File: config.mk
export PLATFORM = sky130hd
export DESIGN_NAME = tms_timer
export DESIGN_NICKNAME = d
export VERILOG_FILES = /design/src/common/tms_pkg.sv /design/src/rtl/tms_timer.sv
export VERILOG_INCLUDE_DIRS = /design/src /design/src/common
export SDC_FILE = /design/constraint.sdc
export NUM_CORES = 1
export LEC_CHECK = 0
export ABC_CLOCK_PERIOD_IN_PS = 7400
export BUFFER_PORTS_ARGS = -buffer_cell sky130_fd_sc_hd__clkbuf_2
export CORE_MARGIN = 2
export CORE_UTILIZATION = 40
export CTS_BUF_LIST = sky130_fd_sc_hd__clkbuf_2
export DETAILED_ROUTE_END_ITERATION = 8
export PLACE_DENSITY = 0.58
export SLEW_MARGIN = 30
export SYNTH_ARGS = -nofsm -noshare
export SYNTH_HDL_FRONTEND = slang
export SYNTH_SLANG_ARGS = --single-unit
File: constraint.sdc
create_clock -name clk -period 7.4 [get_ports clk]
set_clock_uncertainty 0.15 [all_clocks]
set_input_delay 0.74 -clock clk [delete_from_list [all_inputs] [get_ports clk]]
set_output_delay 0.74 -clock clk [all_outputs]
set_load 0.05 [all_outputs]
File: src/common/tms_consts.svh
// constant offsets, field positions, reset values and timing for the timer
`ifndef TMS_CONSTS_SVH
`define TMS_CONSTS_SVH
`define TMS_ADDR_CTRL    4'h0
`define TMS_ADDR_LOAD    4'h1
`define TMS_ADDR_CMP     4'h2
`define TMS_ADDR_COUNT   4'h3
`define TMS_ADDR_CNT_NOW 4'h4
`define TMS_F_RUN        0
`define TMS_F_CMPIE      2
`define TMS_F_OVFIE      1
`define TMS_F_MODE_LO    4
`define TMS_F_INV        8
`define TMS_F_RELOAD     9
`define TMS_F_DIN        11
`define TMS_F_WRAP       13
`define TMS_F_CMP        14
`define TMS_F_PCE        15
`define TMS_CTRL_RST     16'h0000
`define TMS_CLK_NS       8
`endif

File: src/common/tms_pkg.sv
// shared types for the timer mode sequencer
package tms_pkg;
  // mode field encodings
  typedef enum logic [3:0] {
    TMS_M_CMP    = 4'h0,
    TMS_M_PULSE  = 4'h1,
    TMS_M_TOGGLE = 4'h2,
    TMS_M_EVENT  = 4'h3,
    TMS_M_WIDTH  = 4'h4,
    TMS_M_PERIOD = 4'h5,
    TMS_M_CAPT   = 4'h6,
    TMS_M_PWM    = 4'h7,
    TMS_M_WDPUL  = 4'h9,
    TMS_M_WDTOG  = 4'hA
  } tms_mode_e;
  // counter phase
  typedef enum logic [1:0] {
    TMS_IDLE, TMS_ARMED, TMS_COUNT, TMS_HALT
  } tms_phase_e;
  typedef logic [15:0] tms_word_t;
endpackage

File: src/rtl/tms_timer.sv
// one timer channel: mode sequencing, counter, flags and pin control
`timescale 1ns/1ps
`include "tms_consts.svh"
module tms_timer #(
  parameter int WIDTH = 16  // counter width
) (
  input  wire logic              clk,
  input  wire logic              rst,
  input  wire logic [3:0]        addr,
  input  wire logic [15:0]       wrData,
  input  wire logic              wrStb,
  input  wire logic              rdStb,
  output logic [15:0]            rdData,
  input  wire logic              prescaleTick,
  input  wire logic              pinIn,
  output logic                   pinOut,
  output logic                   pinOe,
  input  wire logic              cmpAck,
  input  wire logic              ovfAck,
  output logic                   cmpIrq,
  output logic                   ovfIrq
);
  import tms_pkg::*;

  // whole state of the channel
  typedef struct packed {
    logic [15:0]     ctrl;     // control bits
    tms_word_t       load;     // load value
    tms_word_t       cmp;      // compare value
    tms_word_t       capt;     // count register
    logic [WIDTH-1:0] cnt;     // running counter
    tms_phase_e      phase;    // sequencing phase
    logic            div2;     // half-clock divider
    logic            pinS1;    // pin sync stage 1
    logic            pinS2;    // pin sync stage 2
    logic            pinS3;    // previous synced pin
    logic            matched;  // measured edge seen, reload next pulse
    logic            resync;   // armed phase: load on next pulse
    logic            pin;      // pin output level
    logic            pulseEnd; // end pulse on next tick
    logic [15:0]     rd;       // read data
    logic            cIrq;     // compare irq out
    logic            oIrq;     // overflow irq out
    logic            oe;       // pin drive enable
  } tms_state_s;

  tms_state_s st_reg;    // registered state
  tms_state_s st_next;   // next state
  logic       run;       // run bit
  logic       polarity_bit;       // polarity bit
  logic       rel;       // reload bit
  tms_mode_e  mode;      // decoded mode field
  logic       tick;      // timer pulse
  logic       pinLvl;    // synchronized pin
  logic       actEdge;   // qualifying edge
  logic       oppEdge;   // opposite edge
  logic       outMode;   // pin is output
  logic       mMatch;    // counter equals compare
  logic       isTimer;   // timer style mode
  logic [WIDTH-1:0] nxtCnt; // counter step result

  assign run = st_reg.ctrl[`TMS_F_RUN];
  assign polarity_bit = st_reg.ctrl[`TMS_F_INV];
  assign rel = st_reg.ctrl[`TMS_F_RELOAD];
  assign mode = tms_mode_e'(st_reg.ctrl[`TMS_F_MODE_LO +: 4]);
  assign pinLvl = st_reg.pinS2;
  assign actEdge = (st_reg.pinS3 ^ polarity_bit) == 1'b0 && (pinLvl ^ polarity_bit) == 1'b1;
  assign oppEdge = (st_reg.pinS3 ^ polarity_bit) == 1'b1 && (pinLvl ^ polarity_bit) == 1'b0;
  assign outMode = mode == TMS_M_PULSE || mode == TMS_M_TOGGLE ||
                   mode == TMS_M_PWM || mode == TMS_M_WDPUL ||
                   mode == TMS_M_WDTOG;
  assign isTimer = mode == TMS_M_CMP || outMode || mode == TMS_M_EVENT;
  assign mMatch = st_reg.cnt == st_reg.cmp[WIDTH-1:0];
  assign nxtCnt = st_reg.cnt + 1'b1;

  // timer pulse source selection
  always_comb begin
    if (st_reg.ctrl[`TMS_F_PCE]) begin
      tick = prescaleTick;
    // pin edges clock the event mode
    end else if (mode == TMS_M_EVENT) begin
      tick = actEdge;
    end else begin
      tick = st_reg.div2;
    end
  end

  // next-state logic
  always_comb begin
    logic runRise;  // run just set this cycle
    logic gateOk;   // width mode gate open
    logic setCmp;   // compare event
    logic setWrap;  // wrap event
    logic stepIt;   // counter advances
    runRise = 1'b0;
    gateOk  = 1'b0;
    setCmp  = 1'b0;
    setWrap = 1'b0;
    stepIt  = 1'b0;
    st_next = st_reg;
    // free-running divider and pin synchroniser
    // pinS1 feeds pinS2 only; two stages absorb a
    // metastable pin before any edge logic looks
    st_next.div2  = ~st_reg.div2;
    st_next.pinS1 = pinIn;
    st_next.pinS2 = st_reg.pinS1;
    st_next.pinS3 = st_reg.pinS2;
    st_next.cIrq  = 1'b0;
    st_next.oIrq  = 1'b0;
    st_next.rd = 16'h0000;
    if (rdStb) begin
      case (addr)
        `TMS_ADDR_CTRL: begin
          st_next.rd = st_reg.ctrl;
          st_next.rd[`TMS_F_DIN] = pinLvl ^ polarity_bit;
        end
        `TMS_ADDR_LOAD:    st_next.rd = st_reg.load;
        `TMS_ADDR_CMP:     st_next.rd = st_reg.cmp;
        `TMS_ADDR_COUNT:   st_next.rd = st_reg.capt;
        `TMS_ADDR_CNT_NOW: st_next.rd = 16'(st_reg.cnt);
        default:           st_next.rd = 16'h0000;
      endcase
    end
    // register writes
    if (wrStb) begin
      case (addr)
        `TMS_ADDR_CTRL: begin
          runRise = wrData[`TMS_F_RUN] & ~run;
          st_next.ctrl = wrData;
          st_next.ctrl[`TMS_F_DIN] = 1'b0;
          // bit 3 is reserved and reads as zero
          st_next.ctrl[3] = 1'b0;
          st_next.ctrl[`TMS_F_WRAP] = st_reg.ctrl[`TMS_F_WRAP] &
                                      ~wrData[`TMS_F_WRAP];
          st_next.ctrl[`TMS_F_CMP]  = st_reg.ctrl[`TMS_F_CMP] &
                                      ~wrData[`TMS_F_CMP];
        end
        `TMS_ADDR_LOAD: st_next.load = wrData;
        `TMS_ADDR_CMP:  st_next.cmp  = wrData;
        default: begin
        end
      endcase
    end
    // acknowledge clears
    // a set further down in this cycle still wins
    if (cmpAck) st_next.ctrl[`TMS_F_CMP] = 1'b0;
    if (ovfAck) st_next.ctrl[`TMS_F_WRAP] = 1'b0;
    // sequencing
    if (!st_next.ctrl[`TMS_F_RUN]) begin
      st_next.ctrl[`TMS_F_CMP]  = 1'b0;
      st_next.ctrl[`TMS_F_WRAP] = 1'b0;
      st_next.phase   = TMS_IDLE;
      st_next.matched = 1'b0;
      st_next.pulseEnd = 1'b0;
    end else if (runRise) begin
      st_next.cnt     = '0;
      st_next.phase   = TMS_ARMED;
      st_next.matched = 1'b0;
      st_next.resync  = 1'b0;
      st_next.pin = wrData[`TMS_F_INV];
    end else begin
      case (st_reg.phase)
        TMS_ARMED: begin
          case (mode)
            TMS_M_WIDTH, TMS_M_PERIOD: if (actEdge) st_next.resync = 1'b1;
            default: st_next.resync = 1'b1;
          endcase
          if (st_reg.resync && tick) begin
            st_next.cnt    = st_reg.load[WIDTH-1:0];
            st_next.phase  = TMS_COUNT;
            st_next.resync = 1'b0;
          end
        end
        TMS_COUNT: begin
          gateOk = mode != TMS_M_WIDTH || (pinLvl ^ polarity_bit);
          stepIt = tick && gateOk;
          if (stepIt) begin
            // reload on the pulse leaving a match
            // (timer modes) or after a measured edge
            if (rel && (st_reg.matched || (isTimer && mMatch))) begin
              st_next.cnt = st_reg.load[WIDTH-1:0];
            end else begin
              st_next.cnt = nxtCnt;
              setWrap = &st_reg.cnt;
            end
            st_next.matched = 1'b0;
          end
          if (isTimer && mMatch && stepIt && !st_reg.matched) begin
            // match in timer modes
            // flags on the pulse that leaves the compare
            // value, the same pulse that reloads
            setCmp = 1'b1;
            if (mode == TMS_M_PULSE) begin
              st_next.pin = ~polarity_bit;
              st_next.pulseEnd = 1'b1;
            end else if (mode == TMS_M_TOGGLE || mode == TMS_M_PWM) begin
              st_next.pin = ~st_reg.pin;
            end
          end else if (st_reg.pulseEnd && stepIt) begin
            st_next.pin = polarity_bit;
            st_next.pulseEnd = 1'b0;
          end
          if (mode == TMS_M_WIDTH && oppEdge) begin
            setCmp = 1'b1;
            st_next.capt = 16'(st_reg.cnt);
            st_next.phase = TMS_HALT;
          end
          if (mode == TMS_M_PERIOD && actEdge) begin
            setCmp = 1'b1;
            st_next.capt = 16'(st_reg.cnt);
            st_next.matched = 1'b1;
          end
          if (mode == TMS_M_CAPT && actEdge) begin
            setCmp = 1'b1;
            st_next.capt = 16'(st_reg.cnt);
            st_next.phase = TMS_HALT;
          end
        end
        TMS_HALT: begin
          if (mode == TMS_M_WIDTH && actEdge) begin
            st_next.matched = 1'b1;
            st_next.phase   = TMS_COUNT;
          end
        end
        default: st_next.phase = TMS_IDLE;
      endcase
    end
    if (setCmp) begin
      st_next.ctrl[`TMS_F_CMP] = 1'b1;
      st_next.cIrq = st_reg.ctrl[`TMS_F_CMPIE];
    end
    if (setWrap) begin
      st_next.ctrl[`TMS_F_WRAP] = 1'b1;
      st_next.oIrq = st_reg.ctrl[`TMS_F_OVFIE];
    end
    // pin drive follows run in output modes
    st_next.oe = st_next.ctrl[`TMS_F_RUN] && outMode;
  end

  // state register
  always_ff @(posedge clk) begin
    if (rst) begin
      st_reg <= '0;
    end else begin
      st_reg <= st_next;
    end
  end

  // outputs from flops
  assign rdData = st_reg.rd;
  assign pinOut = st_reg.pin;
  assign cmpIrq = st_reg.cIrq;
  assign ovfIrq = st_reg.oIrq;
  assign pinOe  = st_reg.oe;
endmodule // tms_timer

== Word-level counts from Yosys, hierarchy flattened ==
Cells that the tools add are included.

* Mux-type cells: 53
* Reduce and logical (&&, ||, !) cells: 53
* Add/subtract/negate cells: 1
* Bitwise logic cells: 18
* Equal/unequal tests: 33

{| class="wikitable"
|+ Operators with widths
! operator !! count
|-
| 2-to-1 mux 16 bit || 7
|-
| one-hot mux 16 bit (5 select lines) || 1
|-
| 2-to-1 mux 47 bit || 1
|-
| 2-to-1 mux 18 bit || 2
|-
| one-hot mux 16 bit (2 select lines) || 1
|-
| 2-to-1 mux 1 bit || 30
|-
| equality test 4 x 3 -> 1 bit (second input constant) || 5
|-
| adder 16 x 1 -> 16 bit (second input constant) || 1
|-
| equality test 16 bit || 1
|-
| equality test 4 x 2 -> 1 bit (second input constant) || 4
|-
| 2-to-1 mux 2 bit || 8
|-
| != test 4 x 3 -> 1 bit (second input constant) || 4
|-
| AND reduction 16 bit || 1
|-
| AND reduction 4 bit || 4
|-
| 2-to-1 mux 15 bit || 1
|-
| != test 3 bit (second input constant) || 5
|-
| logical AND 1 bit || 14
|-
| inverter 1 bit || 13
|-
| AND reduction 3 bit || 4
|-
| AND reduction 2 bit || 5
|-
| OR reduction 2 bit || 5
|-
| logical OR 1 bit || 9
|-
| nonzero test 3 bit || 3
|-
| equality test 4 x 1 -> 1 bit (second input constant) || 2
|-
| 14 further kinds || 27
|}

* Flip-flop bits (word level): 107
* Input bits: 28
* Word-level logic and storage cells: 180

== Longest topological paths before layout ==
* Depth after elaboration: 19
* Mapped depth: 10

== Worst setup path before layout ==
OpenSTA, ideal clock, no wires.

* Path type: in2reg
* From: input port addr[2]
* To: register st_reg[45] (netlist name)
* Arrival: 2.344 ns
* Stages: 6
* Path buffers: 1
* Slack: 4.778 ns
* Cell sequence: nor4_4 -> nand2_2 -> o2111ai_2 -> buf_2 -> mux2i_1 -> nor2_1

* Longest elaborated chain between the ends: 5
* Elaborated cells on any way between the ends: 7

{| class="wikitable"
|+ Ends and longest elaborated chain
! item !! line !! RTL
|-
| from (decl) || tms_timer.sv:9 || <nowiki>input wire logic [3:0] addr,</nowiki>
|-
| logical NOT 4 bit (*) || tms_timer.sv:126 || <nowiki>case (addr)</nowiki>
|-
| 2-to-1 mux 1 bit || tms_timer.sv:126 ||
|-
| 2-to-1 mux 1 bit || tms_timer.sv:125 || <nowiki>if (wrStb) begin</nowiki>
|-
| inverter 1 bit (no line) || -- ||
|-
| AND reduction 4 bit (no line) (*) || -- ||
|-
| to (signal assigned) || tms_timer.sv:245 || <nowiki>st_reg <= st_next;</nowiki>
|-
| to (decl) || tms_timer.sv:47 || <nowiki>tms_state_s st_reg;</nowiki>
|}

Every way passes the cells marked *; elsewhere a longest branch is shown, timed or not. The select of a mux whose other input is x is not followed.
A chain may end at the register's enable or synchronous reset.

== Worst setup path after layout ==
* From: register st_reg, in the netlist mode[1]
* To: register st_reg[43] (netlist name)

* Longest elaborated chain between the ends: 14
* Elaborated cells on any way between the ends: 29

{| class="wikitable"
|+ Ends and longest elaborated chain
! item !! line !! RTL
|-
| equality test 4 x 1 -> 1 bit or equality test 4 x 2 -> 1 bit (tied branches) || tms_timer.sv:69 || <nowiki>assign outMode = mode == TMS_M_PULSE || mode == TMS_M_TOGGLE ||</nowiki>
|-
| logical OR 1 bit (2 in a row) || tms_timer.sv:69 ||
|-
| logical OR 1 bit (2 in a row) || tms_timer.sv:70 || <nowiki>mode == TMS_M_PWM || mode == TMS_M_WDPUL ||</nowiki>
|-
| logical OR 1 bit (2 in a row) || tms_timer.sv:72 || <nowiki>assign isTimer = mode == TMS_M_CMP || outMode || mode == TMS_M_EVENT;</nowiki>
|-
| logical AND 1 bit || tms_timer.sv:180 || <nowiki>if (rel && (st_reg.matched || (isTimer && mMatch))) begin</nowiki>
|-
| logical OR 1 bit || tms_timer.sv:180 ||
|-
| logical AND 1 bit || tms_timer.sv:180 ||
|-
| 2-to-1 mux 16 bit || tms_timer.sv:180 ||
|-
| 2-to-1 mux 16 bit || tms_timer.sv:177 || <nowiki>if (stepIt) begin</nowiki>
|-
| one-hot mux 16 bit (2 select lines) || tms_timer.sv:162 || <nowiki>case (st_reg.phase)</nowiki>
|-
| 2-to-1 mux 18 bit || tms_timer.sv:155 || <nowiki>end else if (runRise) begin</nowiki>
|}

Parallel ways exist; a longest one is shown, timed or not. The select of a mux whose other input is x is not followed.

==> out/summary.log <==
qor: clock_tree.hold_buffers 0
qor: timing.finalHoldViolCount 0
qor: worst_setup_path.crit_chain nand4bb_1, a22o_1, o22ai_1, a21o_1, nor2b_1, a21oi_1, o22ai_1
qor: global_routing.antenna_found_initial 0
qor: placed_design.place_congestion 0.891
qor: logic_synthesis.yosysWarningCount 0
qor: timing.setup_tns_final 0 ns
qor: final_layout.layout.filler_cells 1323
qor: timing.timing_max_transition_violations_final 0
qor: power_and_ir_drop.total_leakage_power 2.00 nW
qor: clock_tree.clk_path_buf_depth 2
qor: worst_setup_path.crit_required 7.82 ns
qor: timing.final_period_minus_worst_setup_slack 3.03 ns
qor: final_layout.post_route_cells_drive_above_1_share 14.4%
qor: global_routing.number_of_global_route_vias_before_repair 4435
qor: final_layout.mostFrequentLayoutCell sky130_fd_sc_hd__dfxtp_1
qor: placed_design.port_buffers 47
qor: power_and_ir_drop.totalPowerFinal 909 uW
qor: die.floorplan.die.width 118 um
qor: worst_setup_path.worstSetupPathType flip-flop to flip-flop
qor: outcome.outcome finished, final reports clean
qor: worst_setup_path.worstPathArrival 3.44 ns
qor: final_layout.largest_reg_flops 78
qor: global_routing.global_route.usage.total 22.3%
qor: detailed_routing.vias 4649
qor: final_layout.layout.area.seq 2140 um^2
qor: final_layout.final_cell_mix sky130_fd_sc_hd__dfxtp_1 (107), sky130_fd_sc_hd__nand2_1 (103), sky130_fd_sc_hd__a21oi_1 (92)
qor: detailed_routing.via_per_inst 5.75
qor: clock_tree.cts_root_buffer_type sky130_fd_sc_hd__clkbuf_2
qor: min_path.min-delay-path-class input port to flip-flop
qor: logic_synthesis.synthDistinctLibCells 63
qor: detailed_routing.detail-route-antenna-nets 0
qor: clock_tree.htree_num_levels 3
qor: die.floorplan.initialDensity 40.8%
qor: clock_tree.tritoncts_clock_tree yes
qor: logic_synthesis.async_reset_ff_share 0%
qor: power_and_ir_drop.power.density_cell_area 166 nW/um^2
qor: timing.final_min_period_over_clock_period 40.9%
qor: clock_tree.resized_after_cts 0
qor: die.core_area 12600 um^2
qor: timing.grt_setup_unrepaired false
qor: placed_design.detailed_place_hpwl 10300 um
qor: final_layout.final_cells 809
qor: final_layout.multi_input_area 2650 um^2
qor: logic_synthesis.synth_seq_cells 107
qor: timing.postLayoutSetupSlackWorst 4.37 ns
qor: worst_setup_path.end_kind flip-flop
qor: global_routing.overflow 0
qor: detailed_routing.drc_errors 0
qor: clock_tree.numClockSinks 107
qor: clock_tree.cts_setup_buffers 0
qor: die.die_height 118 um
qor: logic_synthesis.synth_nets 652
qor: global_routing.grt_first_pass_wirelength 24200 um
qor: placed_design.dp_slack 3.96 ns
qor: detailed_routing.detail_route.first_pass.iterations 9
qor: worst_setup_path.crit_buf_inv 0
qor: timing.setup-violations-final 0
qor: final_layout.antenna-diode-count 0
qor: detailed_routing.drt_iter0_drc 421
qor: worst_setup_path.crit_family compound AO/OA/AOI/OAI gates
qor: worst_setup_path.critPathSlowestCell sky130_fd_sc_hd__dfxtp_1
qor: detailed_routing.postRouteWirelength 15200 um
qor: die.floorplan.rows 41
qor: logic_synthesis.postSynthAreaPerCell 8.27 um^2
qor: timing.worst-slew-pin-transition 0.861 ns
qor: die.ios 48
qor: power_and_ir_drop.vdd_drop_max 0.0000916 V
qor: logic_synthesis.synthFlopType sky130_fd_sc_hd__dfxtp_1
qor: timing.achievable-frequency 330 MHz
qor: logic_synthesis.ys_seq_area_share 41.6%
qor: worst_setup_path.worst-path-max-fanout 14
qor: final_layout.synthToLayoutAreaGrowth 6.26%
qor: placed_design.post-place-cells 794
qor: worst_setup_path.cpMostUsedCell sky130_fd_sc_hd__o22ai_1
qor: die.floorplan.die_area 13800 um^2
qor: clock_tree.tritoncts.num_buffers 9
qor: final_layout.finalNetCount 662
qor: worst_setup_path.critPathMaxStageDelay 0.79 ns
qor: logic_synthesis.synthesis.instances 623
qor: detailed_routing.routed_wire_length_per_instance 18.8 um
qor: global_routing.grt_start_max_net_pins 77
qor: worst_setup_path.worst_setup_path_start_kind flip-flop
qor: clock_tree.clk_pin_slew 0.27 ns
qor: flow_run.cap_violations 0
qor: logic_synthesis.synth_edf_count 0
qor: logic_synthesis.syn_area 5150 um^2
qor: clock_tree.clk_latency 0.61 ns
qor: timing.slew-limit-headroom 42.6%
==> per-stage QoR <==
stage	hold WS, ns	util [%]	area, um^2
after floorplan	0.235	-	5150
after detailed placement	0.278	42.6	5380
final	0.164	43.4	5480
after CTS	0.107	43.4	5480
after global routing	0.105	43.4	5480
after global placement	0.247	42.6	5380
==> kinds of logic after synthesis <==
| group | count (synthesis) | synth area share, % |
|---|---|---|
| AOI/OAI and AO/OA | 175 | 22.5 |
| xor gates and xnor gates | 20 | 3.40 |
| adders and majority gates | 1 | 0.243 |
| buffers and inverters | 77 | 7.14 |
| DFF | 107 | 41.6 |
| muxes | 22 | 4.32 |
| and+or+nand+nor | 221 | 20.8 |
==> cells in the mapped netlist (2+ instances only) <==
library cell | count | area [um^2]
sky130_fd_sc_hd__nand3b_1 | 2 | 15.0
sky130_fd_sc_hd__a22oi_1 | 17 | 128
sky130_fd_sc_hd__inv_1 | 21 | 78.8
sky130_fd_sc_hd__a22o_1 | 2 | 17.5
sky130_fd_sc_hd__o21bai_1 | 3 | 22.5
sky130_fd_sc_hd__mux2_2 | 2 | 22.5
sky130_fd_sc_hd__nor4_1 | 6 | 37.5
sky130_fd_sc_hd__a31oi_1 | 5 | 31.3
sky130_fd_sc_hd__o211a_1 | 2 | 20.0
sky130_fd_sc_hd__nand3_1 | 10 | 50.1
sky130_fd_sc_hd__nand2_1 | 103 | 387
sky130_fd_sc_hd__nor2_1 | 33 | 124
sky130_fd_sc_hd__a21oi_1 | 92 | 460
sky130_fd_sc_hd__nor3_1 | 19 | 95.1
sky130_fd_sc_hd__nand2b_1 | 5 | 31.3
sky130_fd_sc_hd__nor2b_1 | 10 | 62.6
sky130_fd_sc_hd__xor2_1 | 15 | 131
sky130_fd_sc_hd__a222oi_1 | 15 | 150
sky130_fd_sc_hd__or3_1 | 5 | 31.3
sky130_fd_sc_hd__and2_1 | 2 | 12.5
sky130_fd_sc_hd__buf_4 | 16 | 120
sky130_fd_sc_hd__or4_1 | 2 | 15.0
sky130_fd_sc_hd__nor4b_2 | 2 | 30.0
sky130_fd_sc_hd__and3_1 | 2 | 12.5
sky130_fd_sc_hd__xnor2_1 | 5 | 43.8
sky130_fd_sc_hd__buf_2 | 9 | 45.0
sky130_fd_sc_hd__clkbuf_1 | 30 | 113
sky130_fd_sc_hd__o32ai_1 | 7 | 61.3
sky130_fd_sc_hd__or2_2 | 5 | 31.3
sky130_fd_sc_hd__o21ai_1 | 2 | 10.0
sky130_fd_sc_hd__mux2i_1 | 20 | 200
sky130_fd_sc_hd__nor3b_1 | 2 | 15.0
sky130_fd_sc_hd__o22ai_1 | 9 | 56.3
sky130_fd_sc_hd__dfxtp_1 | 107 | 2140
sky130_fd_sc_hd__o21ai_0 | 8 | 40.0
==> metal layers <==
metal	vias up	share of wire, %	track usage [%]	wire [um]
met2	181	45	34.5	6860
met1	2219	46	30.7	7050
li1	2220	-	-	-
met3	29	6.2	5.09	945
met5	-	0	0	0
met4	0	2.6	7.68	396
==> area by class of cell <==
cell class,instances,share of cell area [%]
inverter,21,1.44
tap,172,3.93
clock inverter,4,0.777
timing repair buffer,55,5.39
clock buffer,11,1.01
multi-input combinational,439,48.4
sequential,107,39.1
==> final timing paths <==
check                                 from     endpoint  slack, ns  depth (start not counted)
worst max-delay path               mode[1]   st_reg[43]       4.37                          7
worst min-delay path                 pinIn  st_next[24]       0.16                          2
worst max register to register     mode[1]   st_reg[43]       4.37                          7
worst min register to register  st_reg[26]   st_reg[26]       0.30                          1
==> worst reg2reg max path: stages (launching register included) <==
cell and delay (ns):
sky130_fd_sc_hd__dfxtp_1 0.79, sky130_fd_sc_hd__nand4bb_1 0.28, sky130_fd_sc_hd__a22o_1 0.29, sky130_fd_sc_hd__o22ai_1 0.28, sky130_fd_sc_hd__a21o_1 0.35, sky130_fd_sc_hd__nor2b_1 0.61
sky130_fd_sc_hd__a21oi_1 0.09, sky130_fd_sc_hd__o22ai_1 0.16
==> power breakdown <==
group,internal (mW),switching (mW)
combinational,0.0191,0.0398
clock,0.0763,0.186
sequential,0.583,0.00518
total,0.678,0.231
Note: power is estimated with default switching activity, not from simulation.
